===== config.mk =====
export PLATFORM = sky130hd
export DESIGN_NAME = tlb_maintenance_ops
export DESIGN_NICKNAME = d
export VERILOG_FILES = /design/src/design/tlb_op_decoder.v /design/src/design/tlb_maintenance_ops.v
export VERILOG_INCLUDE_DIRS = /design/src /design/src/design
export SDC_FILE = /design/constraint.sdc
export NUM_CORES = 2
export LEC_CHECK = 0
export BUFFER_PORTS_ARGS = -buffer_cell sky130_fd_sc_hd__buf_2
export CAP_MARGIN = 5
export CORE_MARGIN = 1
export CORE_UTILIZATION = 55
export DETAILED_ROUTE_END_ITERATION = 16
export PLACE_DENSITY = 0.84
export SYNTH_ARGS = -nofsm -noshare
export SYNTH_HDL_FRONTEND = slang
export SYNTH_SLANG_ARGS = --single-unit

===== constraint.sdc =====
create_clock -name clk -period 10.8 [get_ports clk]
set_input_delay 2.16 -clock clk [delete_from_list [all_inputs] [get_ports clk]]
set_output_delay 2.16 -clock clk [all_outputs]
set_load 0.02 [all_outputs]

===== src/design/tlb_maint_defines.vh =====
// constants shared by the translation-buffer maintenance logic
`ifndef TLB_MAINT_DEFINES_VH
`define TLB_MAINT_DEFINES_VH

// ----------------------------------------------------------------------------
// opcode fields
// ----------------------------------------------------------------------------
`define OPC_MAJOR_HI       31
`define OPC_MAJOR_LO       26
`define OPC_MAJOR_GROUP    6'h00
`define OPC_ZERO_HI        25
`define OPC_ZERO_LO        16
`define OPC_SUB_HI         15
`define OPC_SUB_LO         6
`define OPC_MINOR_HI       5
`define OPC_MINOR_LO       0
`define OPC_MINOR_GROUP    6'h3c
`define OPC_SUB_PROBE      10'h00d
`define OPC_SUB_READ       10'h04d
`define OPC_SUB_FLUSH      10'h14d

// ----------------------------------------------------------------------------
// mmu type and invalidate support encodings
// ----------------------------------------------------------------------------
`define MMU_JOINT          3'h1
`define MMU_BLOCK          3'h2
`define MMU_FIXED_MAP      3'h3
`define MMU_VAR_FIXED      3'h4
`define INV_NONE           2'h0
`define INV_SW_WALK        2'h2
`define INV_HW_WALK        2'h3

// ----------------------------------------------------------------------------
// reset values
// ----------------------------------------------------------------------------
`define SMALLEST_PAGE_MASK 1'b0
`define TIMING_OP_CYCLES   1

`endif


===== src/design/tlb_op_decoder.v =====
// opcode decoder for the flush, probe and read operations
`timescale 1ns/1ps
`default_nettype none
`include "tlb_maint_defines.vh"

module tlb_op_decoder (
    input  wire [31:0] instr,     // instruction word
    input  wire        instr_vld, // instruction valid
    output wire        is_flush,  // range-flush decoded
    output wire        is_probe,  // probe decoded
    output wire        is_read    // indexed read decoded
);

    // ------------------------------------------------------------------------
    // common frame check
    // ------------------------------------------------------------------------
    function sub_match;
        input [31:0] w;
        input [9:0]  sub;
        begin
            sub_match = (w[`OPC_MAJOR_HI:`OPC_MAJOR_LO] == `OPC_MAJOR_GROUP)
                     && (w[`OPC_ZERO_HI:`OPC_ZERO_LO] == 10'h000)
                     && (w[`OPC_SUB_HI:`OPC_SUB_LO] == sub)
                     && (w[`OPC_MINOR_HI:`OPC_MINOR_LO] == `OPC_MINOR_GROUP);
        end
    endfunction

    assign is_flush = instr_vld & sub_match(instr, `OPC_SUB_FLUSH);
    assign is_probe = instr_vld & sub_match(instr, `OPC_SUB_PROBE);
    assign is_read  = instr_vld & sub_match(instr, `OPC_SUB_READ);

endmodule
`default_nettype wire


===== src/design/tlb_maintenance_ops.v =====
// translation-buffer maintenance: range flush, probe and indexed read
// Functional notes
// - range flush invalidates every entry in the pointer-selected range, ignoring address_space_id and global
// - range flush covers pinned entries; the pinned count has no effect
// - joint array mmu: flush invalidates every entry and ignores the pointer
// - var/fixed mmu, software walk: flush hits variable array or one fixed set
// - var/fixed mmu, hardware walk: one flush invalidates both arrays
// - flush, probe and read trap as coprocessor unusable without cp0 access
// - release-6 cores with block or fixed-map mmu raise reserved instruction
// - flush support is reported by invalidate field; entry-invalid flag exists
// - probe and read decoded from major/minor groups and sub-opcode bits
// - probe loads pointer with position of matching entry
// - probe miss sets the pointer's most significant bit
// - release-3 may flag multiple matches on probe as machine check
// - read copies pointed entry into tag, page and page-size registers
// - read of invalidated entry returns zeros, invalid flag set, smallest page, unless invalidate field is none (stored data, flag clear)
// - read zeroes vpn and frame bits covered by the stored mask
// - read fills both page global flags from the single stored global bit
// - range flush selects by pointer, or takes all entries for joint or hardware-walk mmu, ignoring virtual tag contents
`timescale 1ns/1ps
`default_nettype none
`include "tlb_maint_defines.vh"

module tlb_maintenance_ops #(
    parameter ENTRIES    = 16,  // total entries
    parameter VAR_ENT    = 8,   // variable-array entries
    parameter LOG2_WAYS  = 2,   // log2 of fixed-array ways per set
    parameter IDX_W      = 4,   // entry index width
    parameter PTR_W      = 32,  // entry pointer register width
    parameter VPN_W      = 19,  // virtual page pair width
    parameter ADDRESS_SPACE_ID_W     = 8,   // address-space id width
    parameter MASK_W     = 16,  // page mask width
    parameter PFN_W      = 24,  // physical frame width
    parameter MASK_ZERO  = 1    // zero masked vpn/frame bits on read
) (
    input  wire                clk,            // core clock
    input  wire                rst,            // synchronous reset, active high
    input  wire [31:0]         instr,          // instruction from pipeline
    input  wire                instr_vld,      // instruction valid
    input  wire                cp0_usable,     // coprocessor 0 access enabled
    input  wire                rel6,           // core is release 6
    input  wire                rel3,           // core is release 3 or later
    input  wire [2:0]          mmu_type_field, // mmu type
    input  wire [1:0]          invalidate_support_field, // invalidate support
    input  wire [PTR_W-1:0]    entry_ptr_in,   // current entry pointer
    input  wire [VPN_W-1:0]    vtag_vpn_in,    // current virtual_page_pair
    input  wire [ADDRESS_SPACE_ID_W-1:0]   vtag_address_space_id_in,   // current address_space_id
    input  wire                wr_en,          // entry write from write path
    input  wire [IDX_W-1:0]    wr_index,       // entry to write
    input  wire                wr_inval,       // write marks entry invalid
    input  wire [VPN_W-1:0]    wr_vpn,         // vpn to store
    input  wire [ADDRESS_SPACE_ID_W-1:0]   wr_address_space_id,        // address_space_id to store
    input  wire [MASK_W-1:0]   wr_mask,        // page mask to store
    input  wire                wr_global,      // anded global bit
    input  wire [PFN_W+4:0]    wr_even,        // even frame, c3, d, v
    input  wire [PFN_W+4:0]    wr_odd,         // odd frame, c3, d, v
    output reg  [PTR_W-1:0]    entry_ptr_out,  // new pointer value
    output reg                 entry_ptr_load, // pointer update pulse
    output reg  [VPN_W-1:0]    vtag_vpn_out,   // read virtual_page_pair
    output reg  [ADDRESS_SPACE_ID_W-1:0]   vtag_address_space_id_out,  // read address_space_id
    output reg                 entry_invalid_flag, // read entry_invalid_flag
    output reg  [PFN_W+5:0]    even_page_reg,  // read even page
    output reg  [PFN_W+5:0]    odd_page_reg,   // read odd page
    output reg  [MASK_W-1:0]   page_size_reg,  // read page mask
    output reg                 read_load,      // staging update pulse
    output reg                 flush_done,     // flush complete pulse
    output reg                 exc_cop_unusable, // coprocessor unusable pulse
    output reg                 exc_reserved,   // reserved instruction pulse
    output reg                 exc_machine_check, // multiple-match pulse
    output reg                 flush_present   // flush supported
);

    // ------------------------------------------------------------------------
    // entry storage
    // ------------------------------------------------------------------------
    reg [VPN_W-1:0]  t_vpn   [0:ENTRIES-1];
    reg [ADDRESS_SPACE_ID_W-1:0] t_address_space_id  [0:ENTRIES-1];
    reg [MASK_W-1:0] t_mask  [0:ENTRIES-1];
    reg              t_g     [0:ENTRIES-1];
    reg [PFN_W+4:0]  t_even  [0:ENTRIES-1];
    reg [PFN_W+4:0]  t_odd   [0:ENTRIES-1];
    reg              t_inval [0:ENTRIES-1];

    // ------------------------------------------------------------------------
    // decode and gating
    // ------------------------------------------------------------------------
    wire is_flush;
    wire is_probe;
    wire is_read;

    tlb_op_decoder u_dec (
        .instr     (instr),
        .instr_vld (instr_vld),
        .is_flush  (is_flush),
        .is_probe  (is_probe),
        .is_read   (is_read)
    );

    wire any_op    = is_flush | is_probe | is_read;
    wire ri_mmu    = rel6 & ((mmu_type_field == `MMU_BLOCK) |
                             (mmu_type_field == `MMU_FIXED_MAP));
    wire no_flush  = is_flush & (invalidate_support_field == `INV_NONE);
    wire cpu_trap  = any_op & ~cp0_usable;
    wire ri_trap   = any_op & cp0_usable & (ri_mmu | no_flush);
    wire go        = cp0_usable & ~ri_mmu & ~no_flush;
    wire do_flush  = is_flush & go;
    wire do_probe  = is_probe & go;
    wire do_read   = is_read & go;

    wire [IDX_W-1:0] ptr_idx = entry_ptr_in[IDX_W-1:0];
    wire [IDX_W-1:0] ptr_rel = ptr_idx - VAR_ENT[IDX_W-1:0];
    wire             ptr_var = ptr_idx < VAR_ENT[IDX_W-1:0];
    wire             all_ent = (mmu_type_field == `MMU_JOINT) |
                               ((mmu_type_field == `MMU_VAR_FIXED) &
                                (invalidate_support_field == `INV_HW_WALK));
    wire             sw_walk = (mmu_type_field == `MMU_VAR_FIXED) &
                               (invalidate_support_field == `INV_SW_WALK);

    // ------------------------------------------------------------------------
    // per-entry range and match
    // ------------------------------------------------------------------------
    wire [ENTRIES-1:0] in_range;
    wire [ENTRIES-1:0] hit;

    genvar gi;
    generate
        for (gi = 0; gi < ENTRIES; gi = gi + 1) begin : g_ent
            wire [VPN_W-1:0] cmp_mask;
            assign cmp_mask = ~{{(VPN_W-MASK_W){1'b0}}, t_mask[gi]};
            if (gi < VAR_ENT) begin : g_var
                // pointer or all_ent picks the range; tag contents never looked at
                assign in_range[gi] = all_ent | (sw_walk & ptr_var);
            end else begin : g_fix
                localparam [IDX_W-1:0] REL = gi - VAR_ENT;
                assign in_range[gi] = all_ent | (sw_walk & ~ptr_var &
                                      ((REL >> LOG2_WAYS) == (ptr_rel >> LOG2_WAYS)));
            end
            assign hit[gi] = ~t_inval[gi] &
                             (((t_vpn[gi] ^ vtag_vpn_in) & cmp_mask) == {VPN_W{1'b0}}) &
                             (t_g[gi] | (t_address_space_id[gi] == vtag_address_space_id_in));
        end
    endgenerate

    // ------------------------------------------------------------------------
    // probe priority encode
    // ------------------------------------------------------------------------
    reg [IDX_W-1:0] hit_idx;
    reg             hit_any;
    reg             hit_multi;
    integer         k;

    always @* begin
        hit_idx   = {IDX_W{1'b0}};
        hit_any   = 1'b0;
        hit_multi = 1'b0;
        for (k = ENTRIES - 1; k >= 0; k = k - 1) begin
            if (hit[k]) begin
                if (hit_any) begin
                    hit_multi = 1'b1;
                end
                hit_any = 1'b1;
                hit_idx = k[IDX_W-1:0];
            end
        end
    end

    // ------------------------------------------------------------------------
    // read data formation
    // ------------------------------------------------------------------------
    wire [MASK_W-1:0] r_mask = t_mask[ptr_idx];
    wire [VPN_W-1:0]  r_vmk  = MASK_ZERO ? ~{{(VPN_W-MASK_W){1'b0}}, r_mask} : {VPN_W{1'b1}};
    wire [PFN_W-1:0]  r_pmk  = MASK_ZERO ? ~{{(PFN_W-MASK_W){1'b0}}, r_mask} : {PFN_W{1'b1}};
    wire [PFN_W+4:0]  r_even = t_even[ptr_idx];
    wire [PFN_W+4:0]  r_odd  = t_odd[ptr_idx];
    wire              r_inv  = (invalidate_support_field != `INV_NONE) & t_inval[ptr_idx];

    // ------------------------------------------------------------------------
    // entry update
    // ------------------------------------------------------------------------
    integer e;

    always @(posedge clk) begin
        if (rst) begin
            for (e = 0; e < ENTRIES; e = e + 1) begin
                t_inval[e] <= 1'b1;
                t_vpn[e]   <= {VPN_W{1'b0}};
                t_address_space_id[e]  <= {ADDRESS_SPACE_ID_W{1'b0}};
                t_mask[e]  <= {MASK_W{1'b0}};
                t_g[e]     <= 1'b0;
                t_even[e]  <= {(PFN_W+5){1'b0}};
                t_odd[e]   <= {(PFN_W+5){1'b0}};
            end
        end else begin
            if (wr_en) begin
                t_inval[wr_index] <= wr_inval;
                t_vpn[wr_index]   <= wr_vpn;
                t_address_space_id[wr_index]  <= wr_address_space_id;
                t_mask[wr_index]  <= wr_mask;
                t_g[wr_index]     <= wr_global;
                t_even[wr_index]  <= wr_even;
                t_odd[wr_index]   <= wr_odd;
            end
            // flush loop placed last so it wins over a same-cycle write
            for (e = 0; e < ENTRIES; e = e + 1) begin
                if (do_flush & in_range[e]) begin
                    t_inval[e] <= 1'b1;
                end
            end
        end
    end

    // ------------------------------------------------------------------------
    // result and exception registers
    // ------------------------------------------------------------------------
    always @(posedge clk) begin
        if (rst) begin
            entry_ptr_out      <= {PTR_W{1'b0}};
            entry_ptr_load     <= 1'b0;
            vtag_vpn_out       <= {VPN_W{1'b0}};
            vtag_address_space_id_out      <= {ADDRESS_SPACE_ID_W{1'b0}};
            entry_invalid_flag <= 1'b0;
            even_page_reg      <= {(PFN_W+6){1'b0}};
            odd_page_reg       <= {(PFN_W+6){1'b0}};
            page_size_reg      <= {MASK_W{`SMALLEST_PAGE_MASK}};
            read_load          <= 1'b0;
            flush_done         <= 1'b0;
            exc_cop_unusable   <= 1'b0;
            exc_reserved       <= 1'b0;
            exc_machine_check  <= 1'b0;
            flush_present      <= 1'b0;
        end else begin
            flush_present     <= invalidate_support_field != `INV_NONE;
            exc_cop_unusable  <= cpu_trap;
            exc_reserved      <= ri_trap;
            flush_done        <= do_flush;
            exc_machine_check <= do_probe & rel3 & hit_multi;
            entry_ptr_load    <= do_probe & ~(rel3 & hit_multi);
            read_load         <= do_read;
            if (do_probe) begin
                if (hit_any) begin
                    entry_ptr_out <= {{(PTR_W-IDX_W){1'b0}}, hit_idx};
                end else begin
                    entry_ptr_out <= {1'b1, {(PTR_W-1){1'b0}}};
                end
            end
            if (do_read) begin
                if (r_inv) begin
                    vtag_vpn_out       <= {VPN_W{1'b0}};
                    vtag_address_space_id_out      <= {ADDRESS_SPACE_ID_W{1'b0}};
                    entry_invalid_flag <= 1'b1;
                    even_page_reg      <= {(PFN_W+6){1'b0}};
                    odd_page_reg       <= {(PFN_W+6){1'b0}};
                    page_size_reg      <= {MASK_W{`SMALLEST_PAGE_MASK}};
                end else begin
                    vtag_vpn_out       <= t_vpn[ptr_idx] & r_vmk;
                    vtag_address_space_id_out      <= t_address_space_id[ptr_idx];
                    entry_invalid_flag <= 1'b0;
                    even_page_reg      <= {r_even[PFN_W+4:5] & r_pmk, r_even[4:0],
                                           t_g[ptr_idx]};
                    odd_page_reg       <= {r_odd[PFN_W+4:5] & r_pmk, r_odd[4:0],
                                           t_g[ptr_idx]};
                    page_size_reg      <= r_mask;
                end
            end
        end
    end

endmodule
`default_nettype wire


==> qor.yml <==
yosys.area.top_type: "sky130_fd_sc_hd__edfxtp_1"
r2r_setup_slack_ns: 7.01
fin_worst_skew_ns: 0.0298
grt_busiest_layer: "met2"
die_area_mm2: 0.154
floorplan.die.height_um: 392
setup_viol: 0
grt_total_ovfl: 0
slew_headroom: 0.136
worstSetupStartpoint: "entry_ptr_in[0]"
maxClockFrequency_mhz: 171
post_synth_main_area_contributors: "sky130_fd_sc_hd__edfxtp_1, sky130_fd_sc_hd__mux4_2, sky130_fd_sc_hd__and2_1"
synth-async-reset-ratio: 0
status: "finished, final reports clean"
p_leak_nw: 31.9
portion_of_synthesized_cell_area_occupied_by_the_leading_cell_type: 0.585
via_count_of_the_first_global_routing_pass: 51300
yosysWarnings: 0
final_min_period_over_clock_period: 0.542
worst_margin_pin_slew_ns: 1.29
p_per_area_mw_per_mm2: 167
total_routing_resource_utilization_after_global_routing: 0.336
core_area_mm2: 0.150
r2r.worst_path.cells: 7
groute.layer.met1.usage: 0.423
detailed_place_hpwl_um: 155000
grt.met3_usage: 0.106
syn-mean-instance-area_um2: 14.8
drt-total-wl_um: 259000
post_cts.resized_instances: 0
worstReg2RegStart: "t_inval[11]"
worst_path_most_repeated_cell: "sky130_fd_sc_hd__mux4_2"
drtPass1Iterations: 6
grt_setup_unrepaired: "false"
biggestRegsByFlops: "t_even: 464 flops, t_odd: 464 flops, t_vpn: 304 flops"
crit_chain: "buf_8 > buf_12 > buf_4 > mux4_2 > mux4_2 > nand2b_1 > o21ai_0"
clock_root_buffer: "sky130_fd_sc_hd__clkbuf_16"
synthesized_flop_and_latch_total: 1763
timing.critical_path.slowest_stage_cell: "sky130_fd_sc_hd__buf_4"
grt_pass1_wl_um: 364000
worstSetupEndpoint: "odd_page_reg[7]"
drive_gt1_frac: 0.206
post_synth_edffs: 1632
synth_cell_type_count: 57
worst_setup_hold_path_clk_slew_ns: 0.06
clock_network_latency_to_the_later_pin_of_the_worst_skew_pair_ns: 0.83
finalCoreUtilization: 0.614
antenna_violating_nets_post_route: 0
1st_iter_drt_viols: 9132
die_w_um: 392
met2_usage: 0.515
avgRoutedWirePerCell_um: 32.7
worst_path_largest_cell_delay_ns: 0.92
drt_drc_violations_left: 0
filler_instances: 10400
synthTopCellsByCount: "sky130_fd_sc_hd__and2_1, sky130_fd_sc_hd__edfxtp_1, sky130_fd_sc_hd__mux4_2"
finalHoldViolCount: 0
tritoncts: "yes"
ctsHoldBuffers: 0
start_util: 0.556
max-clock-path-buffers: 3
postCtsSetupBuffers: 0
report.power.total_mw: 15.5
cts_max_level: 4
vias_post_dr: 52300
critPathArrivalTime_ns: 6.61
net_count_final: 5940
gp_routability_congestion: 1.00
io_pins: 353
detail_route.vias_per_cell: 6.60
vdd_drop_max_v: 0.000147
synth_sequential_area_ratio: 0.617
grt_antenna_before_repair: 49
cts_inserted_buffers: 172
syn_inst: 5660
timing.critical_path.fanout_max: 111
worstSetupEndpointType: "register"
cts_num_sinks: 1763
timing.setup.critical_path_class: "input pin to register"
timing_max_transition_violations_final: 0
grt_max_degree: 112
drv.max_cap_violation_count: 0
syn-cell-area_mm2: 0.0837
final_period_minus_worst_setup_slack_ns: 5.86
startpoint_type: "input pin"
ys.flop_type: "sky130_fd_sc_hd__edfxtp_1"
r2r_end: "odd_page_reg[12]"
timing.critical_path.required_ns: 11.55
worst_hold_path_type: "register to register"
core.rowCount: 142
area_delta_synth_final_pct: 10.3
buffers_added_on_ports: 297
## worst max-delay path, delay by kind of cell
kind	cells	cell delay [ns]
buffers and inverters	3	2.18
AND/OR/NAND/NOR	1	0.32
AO/OA/AOI/OAI	1	0.26
multiplexers	2	1.33
## cell families after synthesis
logic type               count (synthesis)  synth area share
AO/OA/AOI/OAI                          312            0.0214
XOR/XNOR                               432            0.0452
adder cells (fa/ha/maj)                  1          0.000120
buffers and inverters                  553            0.0288
flip-flops                            1763             0.617
multiplexers                           515             0.139
other                                    1         0.0000448
AND/OR/NAND/NOR                       2083             0.149
## power breakdown
group,switching [mW],internal (mW),leakage (nW)
registers,0.185,7.82,16.6
logic,0.884,0.552,12.5
clock network,2.65,3.38,2.74
## placed cells by master (no fill, tap or decap), types with 32 or more instances in the layout
| cell | instances |
|---|---|
| sky130_fd_sc_hd__a21oi_1 | 114 |
| sky130_fd_sc_hd__and2_1 | 1632 |
| sky130_fd_sc_hd__buf_2 | 292 |
| sky130_fd_sc_hd__buf_4 | 87 |
| sky130_fd_sc_hd__clkbuf_1 | 44 |
| sky130_fd_sc_hd__clkbuf_16 | 175 |
| sky130_fd_sc_hd__dfxtp_1 | 131 |
| sky130_fd_sc_hd__edfxtp_1 | 1632 |
| sky130_fd_sc_hd__inv_1 | 32 |
| sky130_fd_sc_hd__mux4_2 | 515 |
| sky130_fd_sc_hd__nand2_1 | 122 |
| sky130_fd_sc_hd__nand2b_1 | 32 |
| sky130_fd_sc_hd__nand3_1 | 60 |
| sky130_fd_sc_hd__nor2_1 | 59 |
| sky130_fd_sc_hd__nor4_1 | 72 |
| sky130_fd_sc_hd__o21ai_0 | 32 |
| sky130_fd_sc_hd__o22ai_1 | 128 |
| sky130_fd_sc_hd__xnor2_1 | 256 |
| sky130_fd_sc_hd__xor2_1 | 176 |
## per-stage QoR
stage	cell area [um^2]	setup TNS, ns	hold WS [ns]	setup WS [ns]	instances
5_1_grt	92400	0	0.468	4.71	7911
2_1_floorplan	83800	-21.40	0.486	-0.0558	5686
3_5_place_dp	86700	0	0.438	4.15	7571
3_3_place_gp	86700	0	0.436	4.15	7571
6_report	92400	0	0.450	4.94	7922
4_1_cts	92300	0	0.451	4.98	7890
## cell type report
cell class | count | area, um^2 | area share
Inverter | 34 | 135 | 0.00146
Tap cell | 2016 | 2520 | 0.0273
Antenna cell | 31 | 77.6 | 0.000840
Sequential cell | 1763 | 51600 | 0.559
Timing Repair Buffer | 389 | 2290 | 0.0248
Clock buffer | 244 | 4890 | 0.0529
Multi-Input combinational cell | 3370 | 30100 | 0.326
Clock inverter | 75 | 721 | 0.00780
## layer usage
metal	up-vias	routed length (um)
li1	20800	-
met1	26100	83700
met2	4551	119000
met3	791	39600
met4	30	16400
met5	-	240
## worst min path at each step
stage	start	to	slack, ns	cells past startpoint
6_report	odd_page_reg[2]	odd_page_reg[2]	0.45	2
5_1_grt	page_size_reg[4]	page_size_reg[4]	0.47	2
4_1_cts	page_size_reg[2]	page_size_reg[2]	0.45	2
3_5_place_dp	even_page_reg[6]	even_page_reg[6]	0.44	2
3_3_place_gp	odd_page_reg[10]	odd_page_reg[10]	0.44	2
2_1_floorplan	t_inval[10]	t_inval[10]	0.49	2
Power figures use the tool's default switching activity.
